===== src/pkg/scn_defs.svh =====
// Offsets, field positions, reset values and counts of the supply class negotiation block.
`ifndef SCN_DEFS_SVH
`define SCN_DEFS_SVH

// ----------------------------------------------------------------------------
// Register offsets
// ----------------------------------------------------------------------------
`define SCN_OFF_CTRL 8'h00
`define SCN_OFF_STATUS 8'h04
`define SCN_OFF_APP_EVENT 8'h08
`define SCN_OFF_TX_DATA 8'h0c
`define SCN_OFF_INT_STAT 8'h10
`define SCN_OFF_INT_MASK 8'h14

// ----------------------------------------------------------------------------
// Field positions
// ----------------------------------------------------------------------------
`define SCN_CLASS_A 0
`define SCN_CLASS_B 1
`define SCN_CLASS_C 2
`define SCN_CLASS_D 3
`define SCN_CLASS_E 4
`define SCN_CTRL_NO_ACCESS 5
`define SCN_APP_ACCESS_OK 0
`define SCN_APP_CMD_DONE 1
`define SCN_APP_SELECT 2
`define SCN_APP_STATUS_Q 3
`define SCN_INT_ATR_DONE 0
`define SCN_INT_APP_SEL 1
`define SCN_INT_CLASS_REJ 2
`define SCN_INT_TX_REJ 3

// ----------------------------------------------------------------------------
// Reset values
// ----------------------------------------------------------------------------
`define SCN_CLASS_RESET 5'h01
`define SCN_CLKSTOP_RESET 2'h0
`define SCN_INT_MASK_RESET 4'h0

// ----------------------------------------------------------------------------
// Answer-to-reset bytes and link timing
// ----------------------------------------------------------------------------
`define SCN_ATR_TS 8'h3b
`define SCN_ATR_T0 8'h80
`define SCN_ATR_TD1 8'h80
`define SCN_ATR_TD2 8'h1f
`define SCN_ATR_LAST 3'h5
`define SCN_ETU_LINK_CLKS 9'd372
`define SCN_ATR_DELAY_LINK_CLKS 9'd400
`define SCN_FRAME_LAST_BIT 4'd11

`endif


===== src/pkg/scn_pkg.sv =====
// Types of the supply class negotiation block.
package scn_pkg;

    typedef enum logic [4:0] {
        SCN_ST_RESET = 5'b00001,
        SCN_ST_WAIT = 5'b00010,
        SCN_ST_ATR = 5'b00100,
        SCN_ST_IDLE = 5'b01000,
        SCN_ST_TX = 5'b10000
    } scn_state_t;

endpackage


===== src/scn_card.sv =====
// Card-side supply class reporting, answer-to-reset sender and application selection tracker.
//
// How it works
// The terminal finishes supply class switching before any other activity during activation.
// The terminal first activates the card at its own lowest supply class.
// With no answer-to-reset the terminal deactivates and retries at its next higher supported class.
// The terminal parses the first answer-to-reset and moves to a class the card flags if its class is absent.
// On a corrupted answer-to-reset the terminal retries at the same class at least 3 times.
// After 3 corrupted answers the terminal may step up only to the immediately next higher class.
// The card reports its classes in the T=15 interface byte, bits 0 to 4 for A to E, with D and E reserved.
// The flagged classes form one adjacent run, so a gapped set is never reported.
// An application counts as selected once its access condition is verified, and until then power stays limited.
// Without an access condition only an executed application command selects, never a select or status query.
// The terminal learns an application's power need from the select or status response.
// After every reset the answer-to-reset string goes out before any other byte.
// The terminal accepts foreign protocol interface bytes, historical bytes and a check byte.
// The answer-to-reset carries the T=15 global interface parameters.
// The terminal clears its corrupted-answer count on a class change or a valid answer.
`timescale 1ns/1ns
`include "scn_defs.svh"
`default_nettype none

module scn_card (
    // Clock and reset
    input wire logic core_clk_in,
    input wire logic rst_in,
    // APB slave
    input wire logic psel_in,
    input wire logic penable_in,
    input wire logic pwrite_in,
    input wire logic [7:0] paddr_in,
    input wire logic [31:0] pwdata_in,
    output logic [31:0] prdata_out,
    output logic pready_out,
    output logic pslverr_out,
    // Terminal link
    input wire logic link_clk_in,
    input wire logic link_rst_n_in,
    input wire logic link_io_in,
    output logic link_io_out,
    output logic link_io_oe_out,
    // Status
    output logic power_limit_out,
    output logic irq_out
);
    import scn_pkg::*;

    // ------------------------------------------------------------------------
    // Synchronisers
    // ------------------------------------------------------------------------
    logic clk_s1, clk_s2, clk_s3, rstn_s1, rstn_s2, io_s1, io_s2;
    always_ff @(posedge core_clk_in or posedge rst_in) begin
        if (rst_in) begin
            {clk_s1, clk_s2, clk_s3} <= 3'h0;
            {rstn_s1, rstn_s2, io_s1, io_s2} <= 4'h0;
        end else begin
            {clk_s3, clk_s2, clk_s1} <= {clk_s2, clk_s1, link_clk_in};
            {rstn_s2, rstn_s1} <= {rstn_s1, link_rst_n_in};
            {io_s2, io_s1} <= {io_s1, link_io_in};
        end
    end
    wire link_edge = clk_s2 & ~clk_s3;

    // ------------------------------------------------------------------------
    // Registers and bus decode
    // ------------------------------------------------------------------------
    scn_state_t state;
    logic [4:0] class_sup;
    logic [1:0] clk_stop;
    logic no_access;
    logic app_selected;
    logic atr_done;
    logic tx_pend;
    logic [7:0] tx_byte;
    logic [3:0] int_stat, int_mask;
    logic [8:0] etu_cnt;
    logic [3:0] bit_idx;
    logic [2:0] atr_idx;

    wire access = psel_in & penable_in;
    wire done_acc = access & pready_out;
    wire wr = done_acc & pwrite_in;
    wire hit_ctrl = paddr_in == `SCN_OFF_CTRL;
    wire hit_status = paddr_in == `SCN_OFF_STATUS;
    wire hit_app = paddr_in == `SCN_OFF_APP_EVENT;
    wire hit_tx = paddr_in == `SCN_OFF_TX_DATA;
    wire hit_istat = paddr_in == `SCN_OFF_INT_STAT;
    wire hit_imask = paddr_in == `SCN_OFF_INT_MASK;
    wire mapped = hit_ctrl | hit_status | hit_app | hit_tx | hit_istat | hit_imask;

    // A class set is legal only when nonzero, free of the reserved classes, and one adjacent run.
    wire [5:0] new_class = {1'b0, pwdata_in[4:0]};
    wire [5:0] low_class = new_class & (~new_class + 6'h01);
    wire [5:0] run_sum = new_class + low_class;
    wire class_ok = (new_class != 6'h00) & ((run_sum & new_class) == 6'h00)
        & ~pwdata_in[`SCN_CLASS_D] & ~pwdata_in[`SCN_CLASS_E];
    wire ctrl_wr = wr & hit_ctrl;
    wire class_rej = ctrl_wr & ~class_ok;
    wire app_wr = wr & hit_app;
    wire ev_access = app_wr & pwdata_in[`SCN_APP_ACCESS_OK];
    wire ev_cmd = app_wr & pwdata_in[`SCN_APP_CMD_DONE];
    wire ev_select = app_wr & pwdata_in[`SCN_APP_SELECT];
    wire term_reset = ~rstn_s2;

    // Selection by access condition, or by a real command when the application has none.
    wire sel_event = no_access ? ev_cmd : ev_access;
    wire sel_set = sel_event & ~app_selected & ~term_reset;

    // Other bytes may only be queued once the answer-to-reset has left.
    wire tx_wr = wr & hit_tx;
    wire tx_rej = tx_wr & (tx_pend | ~atr_done);

    wire [31:0] status_word = {26'h0, tx_pend, term_reset, io_s2, ~state[0] & ~state[3], app_selected, atr_done};
    wire [31:0] rd_word = hit_ctrl ? {24'h0, clk_stop, no_access, class_sup} :
        hit_status ? status_word :
        hit_istat ? {28'h0, int_stat} :
        hit_imask ? {28'h0, int_mask} : 32'h0;

    always_ff @(posedge core_clk_in or posedge rst_in) begin
        if (rst_in) begin
            pready_out <= 1'b0;
            pslverr_out <= 1'b0;
            prdata_out <= 32'h0;
        end else begin
            pready_out <= access & ~pready_out;
            pslverr_out <= access & ~pready_out & ~mapped;
            prdata_out <= (access & ~pready_out & ~pwrite_in) ? rd_word : 32'h0;
        end
    end

    always_ff @(posedge core_clk_in or posedge rst_in) begin
        if (rst_in) begin
            class_sup <= `SCN_CLASS_RESET;
            clk_stop <= `SCN_CLKSTOP_RESET;
            no_access <= 1'b0;
        end else if (ctrl_wr) begin
            class_sup <= class_ok ? pwdata_in[4:0] : class_sup;
            clk_stop <= pwdata_in[7:6];
            no_access <= pwdata_in[`SCN_CTRL_NO_ACCESS];
        end
    end

    // A new selection, or any reset from the terminal, drops the selected state again.
    always_ff @(posedge core_clk_in or posedge rst_in) begin
        if (rst_in) begin
            app_selected <= 1'b0;
        end else if (term_reset | ev_select) begin
            app_selected <= 1'b0;
        end else if (sel_set) begin
            app_selected <= 1'b1;
        end
    end

    // ------------------------------------------------------------------------
    // Interrupts
    // ------------------------------------------------------------------------
    logic atr_finish;
    wire [3:0] int_set = {tx_rej, class_rej, sel_set, atr_finish};
    wire [3:0] int_clr = (wr & hit_istat) ? pwdata_in[3:0] : 4'h0;
    always_ff @(posedge core_clk_in or posedge rst_in) begin
        if (rst_in) begin
            int_stat <= 4'h0;
            int_mask <= `SCN_INT_MASK_RESET;
            irq_out <= 1'b0;
        end else begin
            int_stat <= (int_stat & ~int_clr) | int_set;
            int_mask <= (wr & hit_imask) ? pwdata_in[3:0] : int_mask;
            irq_out <= |(int_stat & int_mask);
        end
    end

    // ------------------------------------------------------------------------
    // Answer-to-reset and byte sender
    // ------------------------------------------------------------------------
    wire [7:0] ta3 = {clk_stop, 1'b0, class_sup};
    wire [7:0] tck = `SCN_ATR_T0 ^ `SCN_ATR_TD1 ^ `SCN_ATR_TD2 ^ ta3;
    wire [7:0] atr_byte = (atr_idx == 3'h0) ? `SCN_ATR_TS :
        (atr_idx == 3'h1) ? `SCN_ATR_T0 :
        (atr_idx == 3'h2) ? `SCN_ATR_TD1 :
        (atr_idx == 3'h3) ? `SCN_ATR_TD2 :
        (atr_idx == 3'h4) ? ta3 : tck;
    wire sending = state[2] | state[4];
    wire [7:0] cur_byte = state[2] ? atr_byte : tx_byte;
    wire [3:0] data_pos = bit_idx - 4'd1;
    wire line_bit = (bit_idx == 4'd0) ? 1'b0 :
        (bit_idx <= 4'd8) ? cur_byte[data_pos[2:0]] :
        (bit_idx == 4'd9) ? ^cur_byte : 1'b1;
    wire etu_end = link_edge & (etu_cnt == `SCN_ETU_LINK_CLKS - 9'd1);
    wire char_end = etu_end & (bit_idx == `SCN_FRAME_LAST_BIT);

    // The link clock advances the delay and bit timing only at its sampled rising edges; a stopped clock freezes them.
    always_ff @(posedge core_clk_in or posedge rst_in) begin
        if (rst_in) begin
            state <= SCN_ST_RESET;
            etu_cnt <= 9'h0;
            bit_idx <= 4'h0;
            atr_idx <= 3'h0;
            atr_done <= 1'b0;
            atr_finish <= 1'b0;
        end else begin
            atr_finish <= 1'b0;
            if (term_reset) begin
                state <= SCN_ST_RESET;
                atr_done <= 1'b0;
                etu_cnt <= 9'h0;
            end else begin
                case (state)
                    SCN_ST_RESET: begin
                        state <= SCN_ST_WAIT;
                        etu_cnt <= 9'h0;
                    end
                    SCN_ST_WAIT: begin
                        if (link_edge) begin
                            etu_cnt <= etu_cnt + 9'd1;
                        end
                        if (link_edge & (etu_cnt == `SCN_ATR_DELAY_LINK_CLKS - 9'd1)) begin
                            state <= SCN_ST_ATR;
                            etu_cnt <= 9'h0;
                            bit_idx <= 4'h0;
                            atr_idx <= 3'h0;
                        end
                    end
                    SCN_ST_ATR, SCN_ST_TX: begin
                        if (link_edge) begin
                            etu_cnt <= etu_end ? 9'h0 : etu_cnt + 9'd1;
                        end
                        if (etu_end) begin
                            bit_idx <= char_end ? 4'h0 : bit_idx + 4'd1;
                        end
                        if (char_end) begin
                            if (state == SCN_ST_ATR && atr_idx != `SCN_ATR_LAST) begin
                                atr_idx <= atr_idx + 3'd1;
                            end else begin
                                state <= SCN_ST_IDLE;
                                atr_done <= 1'b1;
                                atr_finish <= state == SCN_ST_ATR;
                            end
                        end
                    end
                    SCN_ST_IDLE: begin
                        etu_cnt <= 9'h0;
                        bit_idx <= 4'h0;
                        if (tx_pend) begin
                            state <= SCN_ST_TX;
                        end
                    end
                    default: begin
                        state <= SCN_ST_RESET;
                    end
                endcase
            end
        end
    end

    // One byte may wait; a queued byte dies with a terminal reset so it cannot precede the next answer.
    always_ff @(posedge core_clk_in or posedge rst_in) begin
        if (rst_in) begin
            tx_pend <= 1'b0;
            tx_byte <= 8'h0;
        end else if (term_reset) begin
            tx_pend <= 1'b0;
        end else if (tx_wr & ~tx_rej) begin
            tx_pend <= 1'b1;
            tx_byte <= pwdata_in[7:0];
        end else if (state == SCN_ST_TX && char_end) begin
            tx_pend <= 1'b0;
        end
    end

    // The line is open drain: a one is sent by releasing it to the terminal's pull-up.
    always_ff @(posedge core_clk_in or posedge rst_in) begin
        if (rst_in) begin
            link_io_out <= 1'b0;
            link_io_oe_out <= 1'b0;
            power_limit_out <= 1'b1;
        end else begin
            link_io_out <= 1'b0;
            link_io_oe_out <= sending & ~line_bit & ~term_reset;
            power_limit_out <= ~app_selected;
        end
    end
endmodule // scn_card

`default_nettype wire


===== config.mk =====
export PLATFORM = sky130hd
export DESIGN_NAME = scn_card
export DESIGN_NICKNAME = d
export VERILOG_FILES = /design/src/pkg/scn_pkg.sv /design/src/scn_card.sv
export VERILOG_INCLUDE_DIRS = /design/src /design/src/pkg
export SDC_FILE = /design/constraint.sdc
export NUM_CORES = 1
export LEC_CHECK = 0
export BUFFER_PORTS_ARGS = -buffer_cell sky130_fd_sc_hd__buf_2
export CELL_PAD_IN_SITES_DETAIL_PLACEMENT = 0
export CELL_PAD_IN_SITES_GLOBAL_PLACEMENT = 2
export CORE_MARGIN = 4
export CORE_UTILIZATION = 33
export DETAILED_ROUTE_END_ITERATION = 10
export PLACE_DENSITY_LB_ADDON = 0.15
export SLEW_MARGIN = 20
export SYNTH_ARGS = -nofsm -noshare
export SYNTH_HDL_FRONTEND = slang
export SYNTH_SLANG_ARGS = --single-unit

===== constraint.sdc =====
create_clock -name core_clk_in -period 2.95 [get_ports core_clk_in]
set_input_delay 0.295 -clock core_clk_in [delete_from_list [all_inputs] [get_ports core_clk_in]]
set_output_delay 0.295 -clock core_clk_in [all_outputs]
set_load 0.02 [all_outputs]

Yosys cells after proc, flatten, opt, wreduce, memory -nomap -nowiden
Index checks and enable logic that the tools add are counted.
W data, S select, Z words.
{ "totals": {"inputBits": 48, "regBits": 69, "out_inout_bits": 38} }
{ "op_classes": {"n_reduce_logical": 21, "bitwise_logic": 59, "n_lt_le_gt_ge": 2, "add_sub_neg": 6, "n_mux": 51, "n_eq_ne": 34} }
{ "op_table": {"columns": ["operator", "count"], "rows": [
  ["$mux W8", 7],
  ["$mux W9", 5],
  ["$mux W5", 6],
  ["$and A1 B1 Y1", 29],
  ["$pmux W9 S3", 1],
  ["$mux W4", 6],
  ["$pmux W5 S4", 1],
  ["$eq A9 B9 Y1 const B", 2],
  ["$mux W1", 18],
  ["$ne A3 B3 Y1 const B", 6],
  ["$eq A8 B4 Y1 const B", 2],
  ["$eq A8 B5 Y1 const B", 2],
  ["$not A1 Y1", 14],
  ["$pmux W4 S3", 1],
  ["$ne A2 B2 Y1 const B", 5],
  ["$add A9 B1 Y9 const B", 1],
  ["$mux W3", 3],
  ["$and A4 B4 Y4", 2],
  ["$eq A4 B4 Y1 const B", 2],
  ["$eq A8 B3 Y1 const B", 1],
  ["$logic_not A8 Y1", 1],
  ["$or A1 B1 Y1", 8],
  ["$reduce_and A4 Y1", 2],
  ["$reduce_xor A8 Y1", 1],
  ["other kinds (40)", 47]
]} }

Longest topological paths before layout
Gate-level depths: netlist of run 1.
{ "depth": {"ltp_word": 14, "ltp_mapped": 10} }

Worst setup path before layout of run 1
OpenSTA, ideal clock, no wires.
{ "synth_timing": {"kind": "register to register", "startpoint": "register atr_idx[0]", "endpoint": "register link_io_oe_out", "required_ns": 2.814, "slack_ns": 0.460, "path_stages_with_launch": 11, "setup_ns": 0.136, "t_arrival_ns": 2.354, "period_less_slack_ns": 2.490, "path_buffers": 1, "path_cell_list": "dfrtp_1 ha_1 ha_1 clkbuf_1 nor4bb_1 a211oi_1 or4_1 xor2_1 a21oi_1 xnor2_1 o22ai_1"} }
{ "synth_between": {"elab_chain_cells": 14} }
{ "synth_rtl": {"columns": ["element", "line_no", "source"], "rows": [
  ["start: declaration", "scn_card.sv:78", "logic [2:0] atr_idx;"],
  ["start signal: assignment", "scn_card.sv:232", "atr_idx <= atr_idx + 3'd1;"],
  ["$eq A3 B3 Y1", "scn_card.sv:181", "(atr_idx == 3'h4) ? ta3 : tck;"],
  ["$mux W5", "scn_card.sv:181", null],
  ["$mux W8", "scn_card.sv:180", "(atr_idx == 3'h3) ? `SCN_ATR_TD2 :"],
  ["$mux W8", "scn_card.sv:179", "(atr_idx == 3'h2) ? `SCN_ATR_TD1 :"],
  ["$mux W8", "scn_card.sv:178", "(atr_idx == 3'h1) ? `SCN_ATR_T0 :"],
  ["$mux W8 (*)", "scn_card.sv:177", "wire [7:0] atr_byte = (atr_idx == 3'h0) ? `SCN_ATR_TS :"],
  ["$mux W8 (*)", "scn_card.sv:183", "wire [7:0] cur_byte = state[2] ? atr_byte : tx_byte;"],
  ["$bmux W1 S3 / $reduce_xor A8 Y1 (equally long branches)", "scn_card.sv:186, scn_card.sv:187", null],
  ["$mux W1 (on tied branches)", "scn_card.sv:186, scn_card.sv:187", null],
  ["$mux W1 (*)", "scn_card.sv:186", "(bit_idx <= 4'd8) ? cur_byte[data_pos[2:0]] :"],
  ["$mux W1 (*)", "scn_card.sv:185", "wire line_bit = (bit_idx == 4'd0) ? 1'b0 :"],
  ["$not A1 Y1 (*)", "scn_card.sv:278", "link_io_oe_out <= sending & ~line_bit & ~term_reset;"],
  ["$and A1 B1 Y1 (*) (2 in a row)", "scn_card.sv:278", null],
  ["end signal: assignment", "scn_card.sv:278", null],
  ["end: declaration", "scn_card.sv:41", "output logic link_io_oe_out,"]
]} }
Mark *: on every way between the ends. The rest lies on a longest branch, timed or not. The select of a mux whose other input is x is not followed.
A chain may end at the register's enable or synchronous reset.

Worst setup path after layout of run 1
Same ends and word-level chain as after synthesis.

==> out/summary.txt, run 1 <==
Hold Fails Final Rpt -> 0
Syn Inst Count -> 424
Fmax achieved -> 374 MHz
synth warn -> 0
flops & latches, synth -> 69
EDFF count, synth -> 0
hpwl dp -> 7.48 mm
total track usage -> 0.152
vias per cell -> 5.14
top-area cell type share of the netlist area -> 0.411
Hold WC Path Type -> input port to register
Netlist cell types -> 63
setup TNS -> 0 ns
Setup violations, final -> 0
# DRC -> 0
relative slew slack -> 0.400
status -> finished clean
most common cell in the netlist -> dfrtp_1
Peak VDD IR -> 0.267 mV
latest clock arrival within the worst-skew pair -> 0.33 ns
number of global-route vias before repair -> 3206
Rows -> 40
clk_skew -> 0.00438 ns
H-tree Lvls -> 3
initial antenna violation count -> 0
pin count of the biggest net entering global routing -> 36
RSZ-0062 raised after global routing -> no
CTS sink cnt -> 69
Routed WL -> 10.0 mm
first-pass GRT wire length -> 17.1 mm
Worst Setup End Kind -> register
Cell Area, Synth -> 4020 um^2
P_leak -> 2.11 nW
fin util -> 0.387
Antenna Violating Nets Remaining -> 0
cts bufs inserted -> 9
drt initial violations -> 205
Ports -> 86
Worst Path Class, Setup -> register to register
Die W -> 118 um
total gr overflow -> 0
post-synth top area cell -> dfrtp_1
TritonCTS clock tree -> built
Routability Congestion -> 0.804
Pwr Density -> 528 nW/um^2
NumNets Final -> 524
Setup crit start kind -> register
chip height -> 118 um
ant diodes -> 0
Worst Path Required -> 3.15 ns
core area -> 12000 um^2
hold path depth -> 1
share of cells above drive strength 1 -> 0.197
most instantiated cells after synthesis -> 66 x dfrtp_1, 32 x nand2_1, 26 x buf_4, 23 x nor2_1, 23 x o21ai_0
period utilisation layout -> 0.906
top cells by area, synth -> dfrtp_1 41%, mux2_2 5.3%, buf_4 4.9%, ha_1 3.1%, nand2_1 3.0%
max_cap viols -> 0
via count -> 3179
area grow syn2layout -> 15.1%
worst reg2reg path depth -> 9
post-synthesis sequential area ratio -> 0.431
Bufs on Longest Clock Path -> 2
Die Area -> 14000 um^2
Root Driver -> clkbuf_16
Period minus WS final -> 2.67 ns
Port Buffer Count -> 36
average cell area after synthesis -> 9.48 um^2
main flop type after synthesis -> dfrtp_1
Slew @ Worst Pin -> 0.889 ns
ys async rst share -> 1.00
average wire per standard cell -> 16.2 um
TritonRoute pass-1 iters -> 4
worst-path maximum fanout -> 9
CP Data Arrival Time -> 2.87 ns
Slew Limit Fails -> 0
Starting Density -> 0.336
CTS clk-pin slew, worst paths -> 0.06 ns
Filler Cell Count -> 1221
worst max-delay path, cell delays in order (launching register included):
cell      delay [ns]
dfrtp_1         0.40
ha_1            0.23
ha_1            0.30
nor4bb_1        0.40
a211oi_1        0.09
or4_1           0.55
xor2_1          0.16
a21oi_1         0.17
xnor2_1         0.16
o22ai_1         0.09
sequential cells by signal, summed over array words and instances, names as in the netlist, 2 cells and up:
name,count
atr_idx,3
bit_idx,4
clk_stop,2
prdata_out,8
tx_byte,8
int_stat,4
class_sup,5
int_mask,4
etu_cnt,9
state,5
power breakdown:
group	total [mW]	switching, mW	internal [mW]
combinational	0.287	0.188	0.0998
sequential	0.999	0.0290	0.970
clock	1.15	0.391	0.762
final timing paths:
| kind | start | slack (ns) | endpoint |
|---|---|---|---|
| worst min-delay path | link_rst_n_in | 0.07 | rstn_s1$_DFF_PP0_ |
| worst min register to register | clk_s1$_DFF_PP0_ | 0.35 | clk_s2$_DFF_PP0_ |
| min in group asynchronous | rst_in | 0.47 | io_s1$_DFF_PP0_ |
| worst max-delay path | atr_idx[0]$_DFFE_PP0P_ | 0.28 | link_io_oe_out$_DFF_PP0_ |
| max in group asynchronous | rst_in | 1.68 | class_sup[0]$_DFFE_PP1P_ |
| worst max register to register | atr_idx[0]$_DFFE_PP0P_ | 0.28 | link_io_oe_out$_DFF_PP0_ |
metrics by stage:
| step | setup WS (ns) | instance area [um^2] | total power, mW | hold slack (ns) | cells |
|---|---|---|---|---|---|
| final | 0.276 | 4620 | 2.44 | 0.0719 | 618 |
| after global routing | 0.0640 | 4620 | 2.57 | 0.0628 | 618 |
| after CTS | 0.276 | 4620 | 2.49 | 0.0555 | 618 |
| after detailed placement | 0.286 | 4300 | 1.31 | 0.284 | 601 |
| after global placement | 0.331 | 4300 | 1.31 | 0.273 | 601 |
| after floorplan | 0.460 | 4110 | 1.23 | 0.326 | 448 |
layout by cell type, fill, tap and decap left out, types with 4 or more instances in the layout:
| cell type | n |
|---|---|
| or3_1 | 6 |
| ha_1 | 10 |
| a22oi_1 | 14 |
| buf_2 | 36 |
| nor3_1 | 10 |
| buf_4 | 11 |
| inv_1 | 21 |
| nor4_1 | 4 |
| xor2_1 | 6 |
| xnor2_1 | 7 |
| nor2_1 | 23 |
| a21oi_1 | 21 |
| mux2_2 | 19 |
| and2_1 | 6 |
| dfrtp_1 | 66 |
| nand3_1 | 12 |
| nor2b_1 | 10 |
| and3_1 | 8 |
| a211oi_1 | 8 |
| a21o_1 | 5 |
| clkbuf_16 | 9 |
| conb_1 | 25 |
| nand2_1 | 32 |
| o21ai_0 | 23 |
| o22ai_1 | 7 |
cell families (layout without fill, tap and decap cells):
group | count (synthesis) | in the layout | share of synthesized area
simple gates | 136 | 136 | 0.179
compound gates | 109 | 109 | 0.183
flops | 69 | 69 | 0.431
buf+inv | 64 | 87 | 0.0860
mux | 22 | 22 | 0.0607
xor+xnor | 13 | 13 | 0.0283
fa+ha+maj | 10 | 10 | 0.0311
other cells | 1 | 25 | 0.000933
area by class of cell:
cell class,count,area [um^2],share of cell area
clock inverters,4,72.6,0.0157
multi-input cells,315,2030,0.439
repair buffers,48,273,0.0590
inverters,23,86.3,0.0187
well taps,147,184,0.0398
flip-flops and latches,69,1730,0.374
clock buffers,12,246,0.0533
what timing repair did:
item | 4_1_cts | 5_1_grt
hold endpoints to repair | 13 | 0
gates resized for setup | 0 | 0
endpoints found under the setup margin | 0 | 0
hold buffers | 1 | 0
setup buffers | 0 | 0
routing by layer:
layer / part of all wire / track usage
met1: 0.48 / 0.211
met2: 0.47 / 0.233
met3: 0.040 / 0.0330
met4: 0.0091 / 0.0513
met5: 0 / 0
Power figures use the tool's default switching activity.
==> run 2, diff against run 1 <==
--- a/config.mk
+++ b/config.mk
@@ -9,6 +9,7 @@
 export BUFFER_PORTS_ARGS = -buffer_cell sky130_fd_sc_hd__buf_2
 export CELL_PAD_IN_SITES_DETAIL_PLACEMENT = 0
 export CELL_PAD_IN_SITES_GLOBAL_PLACEMENT = 2
+export CORE_ASPECT_RATIO = 2
 export CORE_MARGIN = 4
 export CORE_UTILIZATION = 33
 export DETAILED_ROUTE_END_ITERATION = 10
==> run 2 against run 1 <==
Against the previous run: flip-flop and latch count unchanged; via count up 1.6%; die area up 0.76%; worst setup slack better by 0.0046 ns; clock power up 4%; routed wire length up 13%; maximum frequency up 0.17%; global-route usage up 1.7 points; critical endpoint unchanged.
==> out/summary.txt, run 2 (synthesis gave the netlist of run 1 again) <==
status -> finished clean (unchanged)
via count -> 3231 (was 3179)
NumNets Final -> 522 (was 524)
Worst Path Required -> 3.15 ns (about the same)
period utilisation layout -> 0.905 (was 0.906)
Pwr Density -> 539 nW/um^2 (was 528 nW/um^2)
Port Buffer Count -> 36 (unchanged)
Routed WL -> 11.3 mm (was 10.0 mm)
number of instances in the placed design -> 598 (was 601)
Ports -> 86 (unchanged)
commonest non-fill, non-tap cell in the layout -> dfrtp_1 (unchanged)
Die Area -> 14100 um^2 (was 14000 um^2)
Rows -> 56 (was 40)
drt initial violations -> 149 (was 205)
Period minus WS final -> 2.67 ns (about the same)
TritonRoute pass-1 iters -> 5 (was 4)
RSZ-0062 raised after global routing -> no (unchanged)
Hold Buf Count CTS -> 0 (was 1)
H-tree Lvls -> 3 (unchanged)
Worst Path Class, Setup -> register to register (unchanged)
core area -> 11800 um^2 (was 12000 um^2)
chip height -> 164 um (was 118 um)
Filler Cell Count -> 1245 (was 1221)
hpwl dp -> 8.92 mm (was 7.48 mm)
postcts setup bufs -> 0 (unchanged)
Die W -> 86.0 um (was 118 um)
Hold WC Path Type -> input port to asynchronous set/reset pin (was input port to register)
Setup violations, final -> 0 (unchanged)
setup TNS -> 0 ns (unchanged)
Peak VDD IR -> 0.276 mV (was 0.267 mV)
vias per cell -> 5.26 (was 5.14)
Setup crit start kind -> register (unchanged)
# DRC -> 0 (unchanged)
cts bufs inserted -> 9 (unchanged)
fin util -> 0.391 (was 0.387)
latest clock arrival within the worst-skew pair -> 0.34 ns (was 0.33 ns)
ant diodes -> 0 (unchanged)
Antenna Violating Nets Remaining -> 0 (unchanged)
fin cells -> 614 (was 618)
Routability Congestion -> 0.861 (was 0.804)
initial antenna violation count -> 0 (unchanged)
CTS clk-pin slew, worst paths -> 0.06 ns (about the same)
total gr overflow -> 0 (unchanged)
Largest regs -> etu_cnt: 9 flops, prdata_out: 8 flops, tx_byte: 8 flops (unchanged)
Bufs on Longest Clock Path -> 2 (unchanged)
commonest non-fill, non-tap cells in the layout -> 66 x dfrtp_1, 36 x buf_2, 32 x nand2_1, 25 x conb_1 (unchanged)
total track usage -> 0.168 (was 0.152)
Starting Density -> 0.339 (was 0.336)
reg2reg end -> link_io_oe_out$_DFF_PP0_ (unchanged)
TritonCTS clock tree -> built (unchanged)
first-pass GRT wire length -> 17.9 mm (was 17.1 mm)
Gates resized, CTS repair -> 0 (unchanged)
pin count of the biggest net entering global routing -> 43 (was 36)
relative slew slack -> 0.562 (was 0.400)
CP Data Arrival Time -> 2.87 ns (about the same)
P_leak -> 2.11 nW (about the same)
Fmax achieved -> 375 MHz (was 374 MHz)
worst reg2reg path depth -> 9 (unchanged)
Pwr Total -> 2.49 mW (was 2.44 mW)
share of cells above drive strength 1 -> 0.200 (was 0.197)
Worst Setup End Kind -> register (unchanged)
average wire per standard cell -> 18.4 um (was 16.2 um)
Slew @ Worst Pin -> 0.653 ns (was 0.889 ns)
CTS sink cnt -> 69 (unchanged)
number of global-route vias before repair -> 3353 (was 3206)
worst-path maximum fanout -> 9 (unchanged)
Top reg by flops -> etu_cnt (unchanged)
Critical R2R Launch -> atr_idx[2]$_DFFE_PP0P_ (was atr_idx[0]$_DFFE_PP0P_)
max reg flops -> 9 (unchanged)
clk_skew -> 0.00915 ns (was 0.00438 ns)
Slew Limit Fails -> 0 (unchanged)
r2r setup slk -> 0.28 ns (about the same)
area grow syn2layout -> 15.1% (about the same)
Hold Fails Final Rpt -> 0 (unchanged)
max_cap viols -> 0 (unchanged)
Root Driver -> clkbuf_16 (unchanged)
[run 2: how the worst max path moves through the flow]
stage	slack (ns)	start	depth (start not counted)	to
after floorplan	0.46	atr_idx[0]$_DFFE_PP0P_	10	link_io_oe_out$_DFF_PP0_
after global placement	0.35	atr_idx[2]$_DFFE_PP0P_	9	link_io_oe_out$_DFF_PP0_
after detailed placement	0.30	atr_idx[0]$_DFFE_PP0P_	9	link_io_oe_out$_DFF_PP0_
after CTS	0.30	atr_idx[0]$_DFFE_PP0P_	9	link_io_oe_out$_DFF_PP0_
after global routing	0.11	atr_idx[2]$_DFFE_PP0P_	9	link_io_oe_out$_DFF_PP0_
final	0.28	atr_idx[2]$_DFFE_PP0P_	9	link_io_oe_out$_DFF_PP0_
[run 2: cell type report]
class / instances / area (um^2) / share of cell area
inverters: 23 / 86.3 / 0.0187
well taps: 145 / 181 / 0.0392
clock buffers: 9 / 225 / 0.0487
flip-flops and latches: 69 / 1730 / 0.374
repair buffers: 46 / 268 / 0.0579
multi-input cells: 315 / 2030 / 0.439
clock inverters: 7 / 103 / 0.0222
[run 2: stage by stage]
stage | cell area, um^2 | setup WS (ns) | hold WS [ns]
finish | 4630 | 0.281 | 0.0425
global route | 4630 | 0.106 | 0.0455
CTS | 4630 | 0.305 | 0.0487
detailed placement | 4300 | 0.303 | 0.335
global placement | 4300 | 0.352 | 0.332
floorplan | 4110 | 0.460 | 0.326
[run 2: power by group]
group | switching (mW) | internal, mW | leakage, nW
combinational | 0.184 | 0.0981 | 1.03
sequential | 0.0379 | 0.970 | 0.929
clock | 0.452 | 0.752 | 0.157
[run 2: worst max-delay path: stages, from the launching register on]
cell and delay (ns):
dfrtp_1 0.46, inv_1 0.14, ha_1 0.34, nor4bb_1 0.42, a211oi_1 0.09, or4_1 0.54, xor2_1 0.16, a21oi_1 0.17
xnor2_1 0.14, o22ai_1 0.08
[run 2: per-layer routing]
metal / part of all wire / wire length [um] / track usage / vias to the layer above
li1: - / - / - / 1565
met1: 0.34 / 3790 / 0.158 / 1541
met2: 0.58 / 6610 / 0.329 / 95
met3: 0.036 / 412 / 0.0291 / 30
met4: 0.043 / 490 / 0.0922 / 0
met5: 0 / 0 / 0 / -
